$ cat src/logic/output_clock_rate_select_regs.svh
`ifndef OUTPUT_CLOCK_RATE_SELECT_REGS_SVH
`define OUTPUT_CLOCK_RATE_SELECT_REGS_SVH

// Register byte offsets on the APB.
`define ADDR_MAIN_PLL_CFG 8'h00
`define ADDR_AUX_PLL_CFG 8'h04
`define ADDR_OUT_SEL_A 8'h08
`define ADDR_OUT_SEL_B 8'h0c
`define ADDR_OUT_SEL_C 8'h10
`define ADDR_OUT_SEL_D 8'h14
`define ADDR_OUT_ALT_BANK 8'h18
`define ADDR_MISC_SIX 8'h1c
`define ADDR_MISC_SEVEN 8'h20
`define ADDR_MAIN_RATE_STAT 8'h24
`define ADDR_AUX_RATE_STAT 8'h28

// Field positions.
`define MAIN_CODE_LSB 0
`define FOLLOW_MAIN_BIT 3
`define MAIN_FOR_AUX_LSB 4
`define AUX_CODE_LSB 0
`define SEL_LO_LSB 0
`define SEL_HI_LSB 4
`define DIG1_FAMILY_BIT 0
`define DIG2_FAMILY_BIT 1
`define DIG2_ALT_BIT 2
`define DIG1_RATE_LSB 0
`define DIG2_RATE_LSB 2
`define AUX_ACTIVE_STAT_BIT 31

// Reset values: every output disabled and the auxiliary PLL powered down.
`define MAIN_PLL_CFG_RST 7'h00
`define AUX_PLL_CFG_RST 4'h0
`define OUT_SEL_RST 4'h0
`define OUT_ALT_BANK_RST 7'h00
`define MISC_SIX_RST 3'h0
`define MISC_SEVEN_RST 4'h0

// Rates in kHz.
`define KHZ_311040 20'h4bf00
`define KHZ_98304 20'h18000
`define KHZ_131072 20'h20000
`define KHZ_148224 20'h24300
`define KHZ_98816 20'h18200
`define KHZ_100992 20'h18a80
`define KHZ_250000 20'h3d090
`define KHZ_274944 20'h43200
`define KHZ_178944 20'h2bb00
`define KHZ_122880 20'h1e000
`define KHZ_160000 20'h27100
`define KHZ_104000 20'h19640
`define KHZ_312500 20'h4c4b4
`define KHZ_2048 20'h00800
`define KHZ_1544 20'h00608
`define KHZ_6312 20'h018a8
`define KHZ_10000 20'h02710
`define KHZ_19440 20'h04bf0
`define KHZ_38880 20'h097e0

`endif

$ cat src/logic/output_clock_rate_select_pkg.sv
package output_clock_rate_select_pkg;

  localparam int unsigned NUM_OUTPUTS = 7;

  // Where an output clock takes its edges from.
  typedef enum logic [3:0] {
    SRC_OFF,
    SRC_LOW,
    SRC_2K,
    SRC_8K,
    SRC_DIG1,
    SRC_DIG2,
    SRC_MAIN,
    SRC_SECOND,
    SRC_AUX,
    SRC_AUX_REF
  } source_t;

  typedef struct packed {
    source_t src;
    logic [6:0] div;
  } route_t;

  typedef struct packed {
    logic psel;
    logic penable;
    logic pwrite;
    logic [7:0] paddr;
    logic [31:0] pwdata;
  } apb_req_t;

  typedef struct packed {
    logic pready;
    logic [31:0] prdata;
    logic pslverr;
  } apb_rsp_t;

  typedef struct packed {
    logic [19:0] main_khz;
    logic [19:0] second_khz;
    logic [19:0] aux_khz;
    logic aux_active;
    logic [19:0] dig1_khz;
    logic [19:0] dig2_khz;
  } pll_cfg_t;

endpackage

$ cat src/logic/output_route_decode.sv
`timescale 1ns/1ps
`include "output_clock_rate_select_regs.svh"

module output_route_decode
  import output_clock_rate_select_pkg::*;
#(
  parameter int unsigned INDEX = 0
) (
  // Select inputs.
  input wire logic alt_i,
  input wire logic [3:0] code_i,
  input wire logic aux_active_i,
  // Decoded route.
  output route_t route_o
);

  // Outputs 0-2, 3-4 and 5-6 share the alternate bank layout, except output 0 at codes 5 and 6.
  localparam int unsigned GRP = (INDEX < 3) ? 0 : ((INDEX < 5) ? 1 : 2);

  route_t raw;

  // Packs a source and a ratio; a typed result keeps the conditional table rows legal and short.
  function automatic route_t rt(input source_t s, input logic [6:0] d);
    rt = '{src: s, div: d};
  endfunction

  // Select code to source and divide ratio; each output group and outputs 0, 5 and 6 have their own slight variants.
  always_comb begin
    raw = '{src: SRC_OFF, div: 7'h01};
    if (!alt_i) begin
      unique case (code_i)
        4'h0: raw.src = SRC_OFF;
        4'h1: raw.src = SRC_2K;
        4'h2: raw.src = SRC_8K;
        4'h3: raw = (INDEX == 5) ? rt(SRC_MAIN, 7'h02) : rt(SRC_DIG2, 7'h01);
        4'h4: raw = (INDEX == 6) ? rt(SRC_MAIN, 7'h02) : rt(SRC_DIG1, 7'h01);
        4'h5: raw = (INDEX == 5) ? rt(SRC_MAIN, 7'h01) : rt(SRC_MAIN, 7'h30);
        4'h6: raw = '{SRC_MAIN, 7'h10};
        4'h7: raw = '{SRC_MAIN, 7'h0c};
        4'h8: raw = '{SRC_MAIN, 7'h08};
        4'h9: raw = '{SRC_MAIN, 7'h06};
        4'ha: raw = '{SRC_MAIN, 7'h04};
        4'hb: raw = (GRP == 1) ? rt(SRC_AUX, 7'h02) : rt(SRC_AUX, 7'h40);
        4'hc: raw = '{SRC_AUX, 7'h30};
        4'hd: raw = '{SRC_AUX, 7'h10};
        4'he: raw = '{SRC_AUX, 7'h08};
        4'hf: raw = '{SRC_AUX, 7'h04};
      endcase
    end else begin
      unique case (code_i)
        4'h1: raw = (GRP == 0) ? rt(SRC_MAIN, 7'h40) : ((GRP == 1) ? rt(SRC_MAIN, 7'h02) : rt(SRC_AUX, 7'h05));
        4'h2: raw = (GRP == 0) ? rt(SRC_AUX, 7'h14) : ((GRP == 1) ? rt(SRC_MAIN, 7'h01) : rt(SRC_AUX, 7'h02));
        4'h3: raw = (GRP == 0) ? rt(SRC_AUX, 7'h0c) : ((GRP == 1) ? rt(SRC_AUX, 7'h0a) : rt(SRC_AUX, 7'h01));
        4'h4: raw = (GRP == 0) ? rt(SRC_AUX, 7'h0a) : ((GRP == 1) ? rt(SRC_SECOND, 7'h0a) : rt(SRC_SECOND, 7'h05));
        4'h5: raw = (INDEX == 0) ? rt(SRC_SECOND, 7'h0a) : ((GRP == 0) ? rt(SRC_AUX, 7'h05) : rt(SRC_SECOND, 7'h02));
        4'h6: raw = (INDEX == 0) ? rt(SRC_SECOND, 7'h05) : ((GRP == 0) ? rt(SRC_AUX, 7'h02) : rt(SRC_SECOND, 7'h01));
        4'h7: raw.src = SRC_AUX_REF;
        default: raw.src = SRC_OFF; // Codes 0 and 8-15 leave the output disabled.
      endcase
    end
  end

  // A powered-down auxiliary PLL holds every output it feeds low.
  always_comb begin
    route_o = raw;
    if (raw.src == SRC_AUX && !aux_active_i) begin
      route_o = '{SRC_LOW, 7'h01}; // RL14
    end
  end

endmodule

$ cat src/logic/output_clock_rate_select.sv
`timescale 1ns/1ps
`include "output_clock_rate_select_regs.svh"

// Overview of operation
// RL1: Software picks auxiliary PLL independent or follow-main.
// RL2: Each analog PLL holds one rate code only.
// RL3: Software usually sets main PLL to 311.04 MHz.
// RL4: Main PLL three-bit code decodes to its rate.
// RL5: Software sets main PLL code for outputs.
// RL6: Software sets auxiliary PLL code for outputs.
// RL7: Follow-main also needs the main-rate-for-aux field.
// RL8: Software writes per-output select codes and bank bits.
// RL9: Software configures PLLs before the output selects.
// RL10: Second main PLL fixed at 312.5 MHz.
// RL11: Digital synthesizer one rate from code and family.
// RL12: Digital synthesizer two adds alternate rate set.
// RL13: Output dividers offer the listed ratios only.
// RL14: Idle auxiliary PLL powers down, its outputs low.
// RL15: Each output has its own select code.

module output_clock_rate_select
  import output_clock_rate_select_pkg::*;
(
  // Clock, reset and enable.
  input wire logic ref_clk_i,
  input wire logic rst_n_i,
  input wire logic ce_i,
  // Register bus.
  input wire apb_req_t apb_i,
  output apb_rsp_t apb_o,
  // Decoded clock plan.
  output pll_cfg_t pll_o,
  output route_t [NUM_OUTPUTS-1:0] route_o
);

  // Configuration registers.
  logic [6:0] main_pll_config_reg;
  logic [3:0] aux_pll_config_reg;
  logic [NUM_OUTPUTS-1:0][3:0] output_rate_select;
  logic [NUM_OUTPUTS-1:0] output_alt_bank_reg;
  logic [2:0] misc_config_reg_six;
  logic [3:0] misc_config_reg_seven;
  logic [6:0] next_main_pll_config_reg;
  logic [3:0] next_aux_pll_config_reg;
  logic [NUM_OUTPUTS-1:0][3:0] next_output_rate_select;
  logic [NUM_OUTPUTS-1:0] next_output_alt_bank_reg;
  logic [2:0] next_misc_config_reg_six;
  logic [3:0] next_misc_config_reg_seven;
  apb_rsp_t next_apb;
  pll_cfg_t next_pll;
  route_t [NUM_OUTPUTS-1:0] next_route;

  // Named views of the fields.
  logic [2:0] main_apll_rate_code;
  logic aux_apll_follow_main;
  logic [2:0] main_rate_for_aux_code;
  logic [3:0] aux_apll_rate_code;
  logic digital_one_family_bit;
  logic digital_two_family_bit;
  logic digital_two_alt_bit;
  logic [1:0] digital_one_rate_code;
  logic [1:0] digital_two_rate_code;
  logic aux_active;
  logic [31:0] rdata;
  logic hit;

  assign main_apll_rate_code = main_pll_config_reg[`MAIN_CODE_LSB +: 3];
  assign aux_apll_follow_main = main_pll_config_reg[`FOLLOW_MAIN_BIT];
  assign main_rate_for_aux_code = main_pll_config_reg[`MAIN_FOR_AUX_LSB +: 3];
  assign aux_apll_rate_code = aux_pll_config_reg[`AUX_CODE_LSB +: 4];
  assign digital_one_family_bit = misc_config_reg_six[`DIG1_FAMILY_BIT];
  assign digital_two_family_bit = misc_config_reg_six[`DIG2_FAMILY_BIT];
  assign digital_two_alt_bit = misc_config_reg_six[`DIG2_ALT_BIT];
  assign digital_one_rate_code = misc_config_reg_seven[`DIG1_RATE_LSB +: 2];
  assign digital_two_rate_code = misc_config_reg_seven[`DIG2_RATE_LSB +: 2];

  // The auxiliary PLL sleeps only with a zero code and no follow-main request.
  assign aux_active = (aux_apll_rate_code != 4'h0) || aux_apll_follow_main; // RL14

  // Main PLL rate; codes 0 and 1 both give the SONET rate.
  function automatic logic [19:0] main_rate(input logic [2:0] code);
    unique case (code)
      3'h0, 3'h1: main_rate = `KHZ_311040;
      3'h2: main_rate = `KHZ_98304;
      3'h3: main_rate = `KHZ_131072;
      3'h4: main_rate = `KHZ_148224;
      3'h5: main_rate = `KHZ_98816;
      3'h6: main_rate = `KHZ_100992;
      3'h7: main_rate = `KHZ_250000;
    endcase
  endfunction

  // Auxiliary PLL rate when it runs on its own; unlisted codes read as zero.
  function automatic logic [19:0] aux_own_rate(input logic [3:0] code);
    unique case (code)
      4'h1: aux_own_rate = `KHZ_311040;
      4'h2: aux_own_rate = `KHZ_98304;
      4'h3: aux_own_rate = `KHZ_131072;
      4'h4: aux_own_rate = `KHZ_148224;
      4'h5: aux_own_rate = `KHZ_98816;
      4'h6: aux_own_rate = `KHZ_274944;
      4'h7: aux_own_rate = `KHZ_178944;
      4'h8: aux_own_rate = `KHZ_100992;
      4'h9: aux_own_rate = `KHZ_250000;
      4'ha: aux_own_rate = `KHZ_122880;
      4'hb: aux_own_rate = `KHZ_160000;
      4'hc: aux_own_rate = `KHZ_104000;
      default: aux_own_rate = 20'h00000;
    endcase
  endfunction

  // Auxiliary PLL rate while it follows the main loop; codes 3 and 5 are unlisted.
  function automatic logic [19:0] aux_follow_rate(input logic [2:0] code);
    unique case (code)
      3'h0: aux_follow_rate = `KHZ_98304;
      3'h1: aux_follow_rate = `KHZ_250000;
      3'h2: aux_follow_rate = `KHZ_131072;
      3'h4: aux_follow_rate = `KHZ_148224;
      3'h6: aux_follow_rate = `KHZ_98816;
      3'h7: aux_follow_rate = `KHZ_100992;
      default: aux_follow_rate = 20'h00000;
    endcase
  endfunction

  // E1 or DS1 family base rate doubled per code step.
  function automatic logic [19:0] dig_base_rate(input logic family, input logic [1:0] code);
    dig_base_rate = (family ? `KHZ_1544 : `KHZ_2048) << code;
  endfunction

  // Clock plan, registered so every output comes from a flip-flop.
  always_comb begin
    next_pll.main_khz = main_rate(main_apll_rate_code); // RL4 RL2
    next_pll.second_khz = `KHZ_312500; // RL10
    next_pll.aux_active = aux_active; // RL14
    if (!aux_active) begin
      next_pll.aux_khz = 20'h00000;
    end else if (aux_apll_follow_main) begin
      next_pll.aux_khz = aux_follow_rate(main_rate_for_aux_code);
    end else begin
      next_pll.aux_khz = aux_own_rate(aux_apll_rate_code); // RL2
    end
    next_pll.dig1_khz = dig_base_rate(digital_one_family_bit, digital_one_rate_code); // RL11
    next_pll.dig2_khz = dig_base_rate(digital_two_family_bit, digital_two_rate_code); // RL12
    if (digital_two_alt_bit) begin
      unique case ({digital_two_rate_code, digital_two_family_bit})
        3'b000: next_pll.dig2_khz = `KHZ_6312; // RL12
        3'b100: next_pll.dig2_khz = `KHZ_10000;
        3'b001: next_pll.dig2_khz = `KHZ_19440;
        3'b011: next_pll.dig2_khz = `KHZ_38880;
        default: next_pll.dig2_khz = 20'h00000;
      endcase
    end
  end

  // One decoder per output; the divider set is fixed by the decode table.
  for (genvar n = 0; n < NUM_OUTPUTS; n++) begin : g_out
    output_route_decode #(
      .INDEX(n)
    ) output_route_decode_inst (
      .alt_i(output_alt_bank_reg[n]),
      .code_i(output_rate_select[n]), // RL15 RL13
      .aux_active_i(aux_active),
      .route_o(next_route[n])
    );
  end

  // Read mux; status words show the decoded rates, not the raw codes.
  always_comb begin
    rdata = 32'h00000000;
    hit = 1'b1;
    unique case (apb_i.paddr)
      `ADDR_MAIN_PLL_CFG: rdata[6:0] = main_pll_config_reg;
      `ADDR_AUX_PLL_CFG: rdata[3:0] = aux_pll_config_reg;
      `ADDR_OUT_SEL_A: rdata[7:0] = {output_rate_select[1], output_rate_select[0]};
      `ADDR_OUT_SEL_B: rdata[7:0] = {output_rate_select[3], output_rate_select[2]};
      `ADDR_OUT_SEL_C: rdata[7:0] = {output_rate_select[5], output_rate_select[4]};
      `ADDR_OUT_SEL_D: rdata[3:0] = output_rate_select[6];
      `ADDR_OUT_ALT_BANK: rdata[6:0] = output_alt_bank_reg;
      `ADDR_MISC_SIX: rdata[2:0] = misc_config_reg_six;
      `ADDR_MISC_SEVEN: rdata[3:0] = misc_config_reg_seven;
      `ADDR_MAIN_RATE_STAT: rdata[19:0] = pll_o.main_khz;
      `ADDR_AUX_RATE_STAT: rdata = {pll_o.aux_active, 11'h000, pll_o.aux_khz};
      default: hit = 1'b0;
    endcase
  end

  // APB slave with one wait state; writes land at the completing edge only.
  always_comb begin
    next_main_pll_config_reg = main_pll_config_reg;
    next_aux_pll_config_reg = aux_pll_config_reg;
    next_output_rate_select = output_rate_select;
    next_output_alt_bank_reg = output_alt_bank_reg;
    next_misc_config_reg_six = misc_config_reg_six;
    next_misc_config_reg_seven = misc_config_reg_seven;
    next_apb = '0;
    if (apb_i.psel && apb_i.penable && !apb_o.pready) begin
      next_apb.pready = 1'b1;
      next_apb.prdata = apb_i.pwrite ? 32'h00000000 : rdata;
      // Status words are read-only, so a write to them is flagged too.
      next_apb.pslverr = !hit || (apb_i.pwrite &&
        (apb_i.paddr == `ADDR_MAIN_RATE_STAT || apb_i.paddr == `ADDR_AUX_RATE_STAT));
    end
    if (apb_i.psel && apb_i.penable && apb_o.pready && apb_i.pwrite) begin
      unique case (apb_i.paddr)
        `ADDR_MAIN_PLL_CFG: next_main_pll_config_reg = apb_i.pwdata[6:0]; // RL5 RL7 RL1
        `ADDR_AUX_PLL_CFG: next_aux_pll_config_reg = apb_i.pwdata[3:0]; // RL6
        `ADDR_OUT_SEL_A: begin
          next_output_rate_select[0] = apb_i.pwdata[`SEL_LO_LSB +: 4]; // RL8
          next_output_rate_select[1] = apb_i.pwdata[`SEL_HI_LSB +: 4];
        end
        `ADDR_OUT_SEL_B: begin
          next_output_rate_select[2] = apb_i.pwdata[`SEL_LO_LSB +: 4];
          next_output_rate_select[3] = apb_i.pwdata[`SEL_HI_LSB +: 4];
        end
        `ADDR_OUT_SEL_C: begin
          next_output_rate_select[4] = apb_i.pwdata[`SEL_LO_LSB +: 4];
          next_output_rate_select[5] = apb_i.pwdata[`SEL_HI_LSB +: 4];
        end
        `ADDR_OUT_SEL_D: next_output_rate_select[6] = apb_i.pwdata[`SEL_LO_LSB +: 4];
        `ADDR_OUT_ALT_BANK: next_output_alt_bank_reg = apb_i.pwdata[6:0]; // RL8
        `ADDR_MISC_SIX: next_misc_config_reg_six = apb_i.pwdata[2:0];
        `ADDR_MISC_SEVEN: next_misc_config_reg_seven = apb_i.pwdata[3:0];
        default: ;
      endcase
    end
  end

  // Order of programming is left to software; the plan simply tracks the registers.
  always_ff @(posedge ref_clk_i) begin
    if (!rst_n_i) begin
      main_pll_config_reg <= `MAIN_PLL_CFG_RST;
      aux_pll_config_reg <= `AUX_PLL_CFG_RST;
      output_rate_select <= {NUM_OUTPUTS{`OUT_SEL_RST}};
      output_alt_bank_reg <= `OUT_ALT_BANK_RST;
      misc_config_reg_six <= `MISC_SIX_RST;
      misc_config_reg_seven <= `MISC_SEVEN_RST;
      apb_o <= '0;
      pll_o <= '0;
      route_o <= '0;
    end else if (ce_i) begin
      main_pll_config_reg <= next_main_pll_config_reg;
      aux_pll_config_reg <= next_aux_pll_config_reg;
      output_rate_select <= next_output_rate_select;
      output_alt_bank_reg <= next_output_alt_bank_reg;
      misc_config_reg_six <= next_misc_config_reg_six;
      misc_config_reg_seven <= next_misc_config_reg_seven;
      apb_o <= next_apb;
      pll_o <= next_pll;
      route_o <= next_route;
    end
  end

endmodule

$ cat config.mk
export PLATFORM = sky130hd
export DESIGN_NAME = output_clock_rate_select
export DESIGN_NICKNAME = d
export VERILOG_FILES = /design/src/logic/output_clock_rate_select_pkg.sv /design/src/logic/output_route_decode.sv /design/src/logic/output_clock_rate_select.sv
export VERILOG_INCLUDE_DIRS = /design/src /design/src/logic
export SDC_FILE = /design/constraint.sdc
export NUM_CORES = 1
export LEC_CHECK = 0
export BUFFER_PORTS_ARGS = -buffer_cell sky130_fd_sc_hd__buf_2
export CORE_ASPECT_RATIO = 1.1
export CORE_UTILIZATION = 51
export CTS_BUF_LIST = sky130_fd_sc_hd__clkbuf_8
export CTS_CLUSTER_DIAMETER = 40
export DETAILED_ROUTE_END_ITERATION = 12
export GPL_ROUTABILITY_DRIVEN = 0
export PLACE_DENSITY = 0.79
export REMOVE_ABC_BUFFERS = 1
export SKIP_CTS_REPAIR_TIMING = 1
export SLEW_MARGIN = 30
export SYNTH_ARGS = -nofsm -noshare
export SYNTH_HDL_FRONTEND = slang
export SYNTH_SLANG_ARGS = --single-unit
$ cat constraint.sdc
create_clock -name ref_clk_i -period 2.2 [get_ports ref_clk_i]
set_input_delay 0.33 -clock ref_clk_i [delete_from_list [all_inputs] [get_ports ref_clk_i]]
set_output_delay 0.33 -clock ref_clk_i [all_outputs]
set_load 0.05 [all_outputs]
==> Yosys cells after proc, flatten, opt, wreduce, memory -nomap -nowiden <==
Memory sizes are Yosys's and may differ from the RTL's. A register that Yosys moved wholly into a read port is not among the register bits.
Index checks and enable logic that the tools add are counted.
{ "op_classes": {"reduce_logical": 102, "shifts": 2, "eq_ne": 130, "muxes": 60} }
{ "ops": {"columns": ["op", "count"], "rows": [
  ["$eq A4 B4 Y1 const B", 63],
  ["$mux W11", 14],
  ["$pmux W7 S7", 3],
  ["$pmux W4 S7", 5],
  ["$eq A4 B3 Y1 const B", 28],
  ["$pmux W7 S8", 2],
  ["$pmux W18 S6", 1],
  ["$pmux W6 S7", 2],
  ["$pmux W7 S6", 2],
  ["$reduce_or A2 Y1", 39],
  ["$pmux W16 S4", 1],
  ["$mux W20", 3],
  ["$eq A4 B2 Y1 const B", 14],
  ["$pmux W4 S3", 4],
  ["$pmux W4 S4", 3],
  ["$pmux W4 S6", 2],
  ["$reduce_or A5 Y1", 9],
  ["$shl A12 B2 Y20", 2],
  ["$mux W12", 3],
  ["$pmux W7 S5", 1],
  ["$mux W34", 1],
  ["$pmux W3 S11", 1],
  ["$eq A8 B5 Y1 const B", 4],
  ["$mux W32", 1],
  ["other kinds (27)", 86]
]} }
{ "totals": {"inputBits": 46, "register_bits": 246, "romBits": 328, "n_memories": 2} }
{ "memory_table": {"columns": ["name", "words", "word_bits", "read_ports", "rd_clocked_by_memory_dff", "write_ports", "line", "text"], "rows": [
  ["(no name shown)", 16, 14, 1, 1, 0, "output_clock_rate_select.sv:95", "unique case (code)"],
  ["(no name shown)", 8, 13, 1, 1, 0, "output_clock_rate_select.sv:82", "unique case (code)"]
]} }

==> Logic depth before layout (Yosys ltp) <==
Gate-level depths: netlist of the first run.
{ "depth": {"word_depth": 7, "ltp_mapped": 11, "depth_no_buf": 9} }

==> Cells and area by module <==
A second synthesis of the first run with hierarchy kept.
{ "unflattened": {"cells_unflattened": 1513, "hier_area_um2": 12583.3} }
{ "modules_own_cells": {"columns": ["mod", "area_each_um2", "n_inst", "cells_per_inst", "seq_area_each_um2"], "rows": [
  ["output_clock_rate_select", 9584.2, 1, 1035, 4304.1],
  ["output_route_decode (g_out[1].output_route_decode_inst ...)", 446.7, 2, 69, 0.0],
  ["output_route_decode (g_out[3].output_route_decode_inst ...)", 407.9, 2, 69, 0.0],
  ["output_route_decode (g_out[0].output_route_decode_inst)", 476.7, 1, 73, 0.0],
  ["output_route_decode (g_out[6].output_route_decode_inst)", 407.9, 1, 59, 0.0],
  ["output_route_decode (g_out[5].output_route_decode_inst)", 405.4, 1, 70, 0.0]
]} }

==> Worst setup path before layout of the first run <==
OpenSTA, ideal clock, no wires.
{ "synth_path": {"kind": "flip-flop to flip-flop", "start": "reg apb_o[33] (netlist bit)", "end": "reg with a tool-made name", "path_buffers": 1, "t_arrival_ns": 2.281, "period_less_slack_ns": 2.350, "path_slack_ns": -0.150, "stages_incl_launch_ff": 9, "path_cell_list": "dfxtp_1 > nand3_1 > and4bb_1 > buf_6 > mux2i_1 > nand2b_1 > ha_1 > a21o_1 > o21ai_1"} }
{ "synth_lines": {"columns": ["element", "line", "text"], "rows": [
  ["from (decl)", "output_clock_rate_select.sv:30", "output apb_rsp_t apb_o,"],
  ["from (signal assigned)", "output_clock_rate_select.sv:247", "apb_o <= next_apb;"]
]} }

==> Final worst setup path of the first run <==
{ "layout_path": {"start": "reg aux_pll_config_reg[0] (netlist: aux_apll_rate_code[0])", "end": "reg route_o[71] (netlist bit)"} }
{ "layout_via": {"elab_chain_len": 5} }
{ "layout_lines": {"columns": ["element", "line", "text"], "rows": [
  ["from (decl)", "output_clock_rate_select.sv:38", "logic [3:0] aux_pll_config_reg;"],
  ["from (signal assigned)", "output_clock_rate_select.sv:232", "aux_pll_config_reg <= `AUX_PLL_CFG_RST;"],
  ["from (signal assigned)", "output_clock_rate_select.sv:242", "aux_pll_config_reg <= next_aux_pll_config_reg;"],
  ["$reduce_bool A4 Y1", "output_clock_rate_select.sv:78", "assign aux_active = (aux_apll_rate_code != 4'h0) || aux_apll_follow_main;"],
  ["$logic_or A1 B1 Y1", "output_clock_rate_select.sv:78", null],
  ["$logic_not A1 Y1", "output_route_decode.sv:66", "if (raw.src == SRC_AUX && !aux_active_i) begin"],
  ["$logic_and A1 B1 Y1", "output_route_decode.sv:66", null],
  ["$mux W11", "output_route_decode.sv:66", null],
  ["to (signal assigned)", "output_clock_rate_select.sv:249", "route_o <= next_route;"],
  ["to (decl)", "output_clock_rate_select.sv:33", "output route_t [NUM_OUTPUTS-1:0] route_o"]
]} }
Every way passes these cells.
A chain may end at the register's enable or synchronous reset.

==> results.py, run 1 <==
metrics = {
    "sta": {
        "worst_pin_slew_ns": 0.7577,
        "setup_viol": 0,
        "maxSlewViolCount": 0,
        "finalHoldViolations": 0,
        "worst_slack_ns": 0.06628,
        "fmax_mhz": 468.7,
        "timing.slew.headroom_pct": 49.42,
        "rsz0062_at_grt": "false",
        "period_share_pct": 96.99,
        "fin_crit_ns": 2.134,
        "fin_skew_ns": 0.02895,
    },
    "global_route": {
        "grt_pass1_wl_um": 54700,
        "grtUsageTotal_pct": 28.26,
        "grt_pass1_vias": 10700,
        "antenna_found_initial": 3,
        "grt_overflow": 0,
        "grt_max_degree": 88,
    },
    "drt": {
        "wl_per_cell_um": 17.34,
        "via_per_inst": 5.869,
        "firstDrtPassIters": 8,
        "ant_nets": 0,
        "drtIter0Drc": 1179,
        "wirelength_um": 34400,
        "vias": 11640,
        "route.detailed.drc": 0,
    },
    "floorplanning": {
        "die_h_um": 161.4,
        "ioPinCount": 258,
        "core_area_um2": 22390,
        "die_w_um": 146.9,
        "start_util_pct": 52.60,
        "rows": 57,
        "die_area_um2": 23710,
    },
    "cells_and_area": {
        "drive_gt1_share_pct": 21.95,
        "stdcell_area_um2": 13870,
        "largest_reg_flops": 75,
        "final_util_pct": 61.96,
        "largest_register": "route_o",
        "top_regs": "route_o x75, pll_o x49, output_rate_select x28",
        "finalNonFillerCells": 1984,
        "syn_to_final_growth_pct": 17.78,
        "nNetsFinal": 1722,
    },
    "clock_network": {
        "cts-root-buf": "clkbuf_8",
        "cts-buffers-inserted": 37,
        "clockBufferDepth": 3,
        "cts.sinks": 213,
        "cts_tree": "yes",
        "clkLatencyLatePin_ns": 0.54,
        "clk_pin_slew_ns": 0.06,
        "cts_htree_levels": 2,
    },
    "yosys": {
        "yosys.area.top_type": "dfxtp_1",
        "synth_cells": 1482,
        "synth_area_leaders": "dfxtp_1 (36%), a21oi_1 (5.7%), nand2_1 (4.8%)",
        "yosysSeqAreaShare_pct": 36.20,
        "synthDistinctLibCells": 82,
        "synth_edf_count": 0,
        "synth_seq_cells": 213,
        "yosysWarnings": 0,
        "synth_ff_type": "dfxtp_1",
        "ys_async_sr_fraction_pct": 0,
        "yosysMostFrequentCell": "dfxtp_1",
        "syn_avg_cell_area_um2": 7.949,
        "syn_area_um2": 11780,
        "synth_top_area_share_pct": 36.20,
        "netlist_top_cells_count": "dfxtp_1 (213), nand2_1 (150), a21oi_1 (135)",
    },
    "setup_path": {
        "cp_max_fo": 5,
        "critical_path.endpoint_type": "register",
        "cp.required_ns": 2.61,
        "reg2reg_depth": 6,
        "critPathLaunchType": "register",
        "critPathKind": "register to register",
        "arrival_ns": 2.54,
    },
    "place": {
        "hpwlAfterDp_um": 24170,
        "io_buffers": 177,
        "place_inst": 1913,
        "dp_slack_ns": -0.3475,
        "postPlaceCellArea_um2": 13090,
    },
    "min_path": {
        "worstHoldPathCells": 3,
        "hp-class": "primary input to register",
    },
    "run_status": {
        "status": "finished, final reports clean",
    },
    "power": {
        "leakagePower_uw": 0.005822,
        "vdd.ir_drop.worst_mv": 0.4416,
        "p_total_uw": 8548,
        "power_density_nw_per_um2": 616.1,
    },
    "job": {
        "maxCapViolations": 0,
    },
}
==> power by group <==
part           switching [µW]  internal, µW  leakage (µW)
clock                    1600          2040      0.000451
combinational             764           193       0.00364
sequential               35.3          3920       0.00173
total                    2400          6140       0.00582
==> placed cells by master, fill, tap and decap left out, types with 47 or more instances in the layout <==
cell type	instances
a21oi_1	135
buf_2	176
buf_4	96
clkbuf_8	47
conb_1	56
dfxtp_1	212
mux2i_1	48
nand2_1	150
nand3_1	68
nor2_1	129
o21ai_0	64
==> routing by layer <==
metal,vias up,wire length (µm),track usage (%)
met2,630,15540,45.17
met5,-,0,0
met4,0,1282,12.70
li1,5557,-,-
met1,5354,13960,36.73
met3,103,3617,5.763
==> cells by family after synthesis <==
kind of cell	count (synthesis)	synth area share, %
xor gates and xnor gates	14	1.041
and+or+nand+nor	504	20.66
DFF	213	36.20
muxes	58	5.342
other	1	0.03183
AOI/OAI and AO/OA	435	24.60
adders and majority gates	21	2.188
buffers and inverters	236	9.942
==> path summary, 6_finish.rpt <==
kind                                                to  slack, ns             startpoint
worst max-delay path                       route_o[71]       0.07  aux_apll_rate_code[0]
worst min-delay path            output_rate_select[15]       0.13               apb_i[7]
worst max register to register             route_o[71]       0.07  aux_apll_rate_code[0]
worst min register to register             route_o[32]       0.46            route_o[32]
==> stage by stage <==
stage                     TNS, ns  hold WS [ns]
after floorplan           -103.07        0.4194
after global placement     -3.826        0.4444
after detailed placement   -3.953        0.4504
after CTS                       0        0.1046
after global routing            0        0.1202
final                           0        0.1292
==> critical path: stages, from the launching register on <==
cell	delay [ns]
dfxtp_1	0.35
or4_1	0.57
nor2_1	0.24
buf_4	0.20
nand2b_1	0.13
o21a_1	0.26
a32o_1	0.26
==> layout make-up <==
class / count / area, µm²
fill: 1935 / 8519
multi-input combinational: 1088 / 6571
sequential: 213 / 4265
timing repair buffer: 280 / 1762
clock buffer: 47 / 646.9
tap: 295 / 369.1
inverter: 37 / 141.4
clock inverter: 21 / 111.4
antenna: 3 / 7.507
Power figures use the tool's default switching activity.
==> run 2, diff against run 1 <==
--- a/config.mk
+++ b/config.mk
@@ -6,6 +6,8 @@
 export SDC_FILE = /design/constraint.sdc
 export NUM_CORES = 1
 export LEC_CHECK = 0
+export ABC_AREA = 1
+export ABC_CLOCK_PERIOD_IN_PS = 2200
 export BUFFER_PORTS_ARGS = -buffer_cell sky130_fd_sc_hd__buf_2
 export CORE_ASPECT_RATIO = 1.1
 export CORE_UTILIZATION = 51
==> run 2 against run 1 <==
The run now ends with design-rule violations left. Critical path type unchanged. Combinational power shrank 3.8%. Sequential share of layout area increased by 2.9 points. Setup slack gained 0.18 ns. Die area shrank 6.0%. Clock power decreased by 3%. Synthesized area down 6.1%. Via count decreased by 1.6%.
==> results.py, run 2 <==
metrics = {
    "run_status": {
        "status": "finished, violations left",
        "violations": "design-rule violations",
    },
    "power": {
        "leakagePower_uw": 0.005848,
        "power_density_nw_per_um2": 663.8,
        "vdd.ir_drop.worst_mv": 0.4608,
    },
    "cells_and_area": {
        "top_regs": "route_o x75, pll_o x49, output_rate_select x28",
        "finalNonFillerCells": 2106,
        "syn_to_final_growth_pct": 14.63,
        "final_common_cell": "nand2_1",
        "largest_reg_flops": 75,
        "drive_gt1_share_pct": 15.92,
        "final_util_pct": 59.55,
        "largest_register": "route_o",
        "layout_common_cells": "nand2_1 (373), dfxtp_1 (213), a21oi_1 (178)",
        "nNetsFinal": 1854,
        "stdcell_area_um2": 12680,
    },
    "drt": {
        "drtIter0Drc": 940,
        "wirelength_um": 30520,
        "via_per_inst": 5.439,
        "firstDrtPassIters": 9,
        "wl_per_cell_um": 14.49,
        "route.detailed.drc": 2,
        "vias": 11450,
        "ant_nets": 0,
    },
    "place": {
        "hpwlAfterDp_um": 21930,
        "postPlaceCellArea_um2": 11950,
        "dp_slack_ns": 0.05627,
        "io_buffers": 177,
        "place_inst": 2040,
    },
    "global_route": {
        "grt_pass1_wl_um": 48280,
        "antenna_found_initial": 1,
        "grt_max_degree": 113,
        "grt_pass1_vias": 10110,
        "grtUsageTotal_pct": 26.74,
        "grt_overflow": 0,
    },
    "setup_path": {
        "crit_chain": "nand2_1 -> nor3_4 -> nand2_2 -> o211ai_2 -> inv_1 -> ha_1 -> inv_1 -> nand2_1 -> nand3_1 -> nand2_1",
        "critPathKind": "register to register",
        "r2r_slack_ns": 0.25,
        "slowest_delay_ns": 0.38,
        "critPathLaunchType": "register",
        "cp_max_fo": 6,
        "slowest_stage": "dfxtp_1",
        "r2r-start": "apb_o[33]",
        "reg2reg_depth": 10,
        "critical_path.endpoint_type": "register",
        "arrival_ns": 2.36,
        "cpMostUsedCell": "nand2_1",
        "cp.required_ns": 2.61,
    },
    "yosys": {
        "synth_edf_count": 0,
        "netlist_top_cells_count": "nand2_1 (373), dfxtp_1 (213), a21oi_1 (178)",
        "yosysSeqAreaShare_pct": 38.54,
        "yosysWarnings": 0,
        "synth_ff_type": "dfxtp_1",
        "synth_cells": 1632,
        "ys_async_sr_fraction_pct": 0,
        "yosys.area.top_type": "dfxtp_1",
        "synth_area_leaders": "dfxtp_1 (39%), nand2_1 (13%), a21oi_1 (8.1%)",
        "synthDistinctLibCells": 44,
        "syn_avg_cell_area_um2": 6.780,
        "synth_top_area_share_pct": 38.54,
        "synth_seq_cells": 213,
        "syn_area_um2": 11060,
        "yosysMostFrequentCell": "nand2_1",
    },
    "sta": {
        "maxSlewViolCount": 0,
        "timing.slew.headroom_pct": 56.09,
        "rsz0062_at_grt": "false",
        "fmax_mhz": 512.8,
        "period_share_pct": 88.64,
        "setup_viol": 0,
        "worst_slack_ns": 0.2500,
        "fin_crit_ns": 1.950,
        "finalHoldViolations": 0,
        "fin_tns_setup_ns": 0,
        "fin_skew_ns": 0.02033,
        "worst_pin_slew_ns": 0.6587,
    },
    "clock_network": {
        "cts-root-buf": "clkbuf_8",
        "clkLatencyLatePin_ns": 0.53,
        "cts_htree_levels": 2,
        "cts_tree": "yes",
        "cts.sinks": 213,
        "clk_pin_slew_ns": 0.07,
        "clockBufferDepth": 3,
        "cts-buffers-inserted": 37,
    },
    "floorplanning": {
        "ioPinCount": 258,
        "die_area_um2": 22290,
        "start_util_pct": 51.94,
        "die_w_um": 142.4,
        "die_h_um": 156.5,
        "core_area_um2": 21300,
        "rows": 56,
    },
    "min_path": {
        "hp-class": "primary input to register",
        "hp-start": "apb_i[7]",
        "min_to": "output_rate_select[15]",
        "worstHoldPathCells": 3,
    },
    "job": {
        "maxCapViolations": 0,
    },
}
[run 2: cell types whose count changed after synthesis, sizes merged, moves of 26 or more]
| cell | previous run | this run |
|---|---|---|
| a2bb2oi | 26 | 0 |
| nand3 | 68 | 100 |
| o21ai | 85 | 169 |
| mux2i | 50 | 0 |
| clkbuf | 109 | 54 |
| nand2 | 150 | 378 |
| nand2b | 32 | 0 |
| inv | 35 | 163 |
| a21oi | 135 | 179 |
[run 2: layout make-up]
type | count | area [µm²]
Timing Repair Buffer | 200 | 1111
Multi-Input combinational cell | 1172 | 5593
Tap cell | 290 | 362.8
Sequential cell | 213 | 4264
Fill cell | 2067 | 8617
Antenna cell | 1 | 2.502
Clock buffer | 44 | 605.6
Inverter | 165 | 620.6
Clock inverter | 21 | 123.9
[run 2: cell families (layout without fill, tap and decap cells)]
logic type      count (synthesis)  after routing  synth area share (%)
compound gates                431            431                 21.34
fa+ha+maj                      19             19                 2.149
buf+inv                       302            430                 12.78
flops                         213            213                 38.54
other cells                     1             57               0.03389
simple gates                  666            666                 25.16
[run 2: worst max path at each step]
stage	from	endpoint	cells past startpoint
finish	apb_o[33]	register	10
global route	apb_o[33]	register	10
global placement	apb_i[39]	register	12
floorplan	pll_o[63]	pll_o[63]	0
CTS	apb_o[33]	register	10
detailed placement	apb_i[39]	register	12
[run 2: per-layer routing]
metal,track usage [%],vias to the layer above,share of wire [%]
met3,6.212,84,9.8
met1,33.54,5192,41
li1,-,5619,-
met5,0,-,0.039
met2,43.58,557,45
met4,11.93,2,3.5
[run 2: where the power goes]
group | internal, µW | switching [µW] | total, µW
Sequential | 3930 | 35.9 | 3960
Combinational | 158 | 763 | 921
Clock | 1940 | 1600 | 3540
Total | 6020 | 2400 | 8420
[run 2: through the flow]
| stage | hold WS [ns] | power, µW |
|---|---|---|
| 6_report | 0.1279 | 8420 |
| 4_1_cts | 0.1030 | 8485 |
| 3_3_place_gp | 0.4273 | 4954 |
| 5_1_grt | 0.1290 | 8704 |
| 3_5_place_dp | 0.4337 | 4962 |
| 2_1_floorplan | 0.4235 | 4697 |
[run 2: critical path, delay by kind of cell, from the launching register on]
family | cells | cell delay [ns]
AOI/OAI and AO/OA | 1 | 0.27
and+or+nand+nor | 6 | 0.68
buffers and inverters | 2 | 0.25
DFF | 1 | 0.38
adders and majority gates | 1 | 0.25
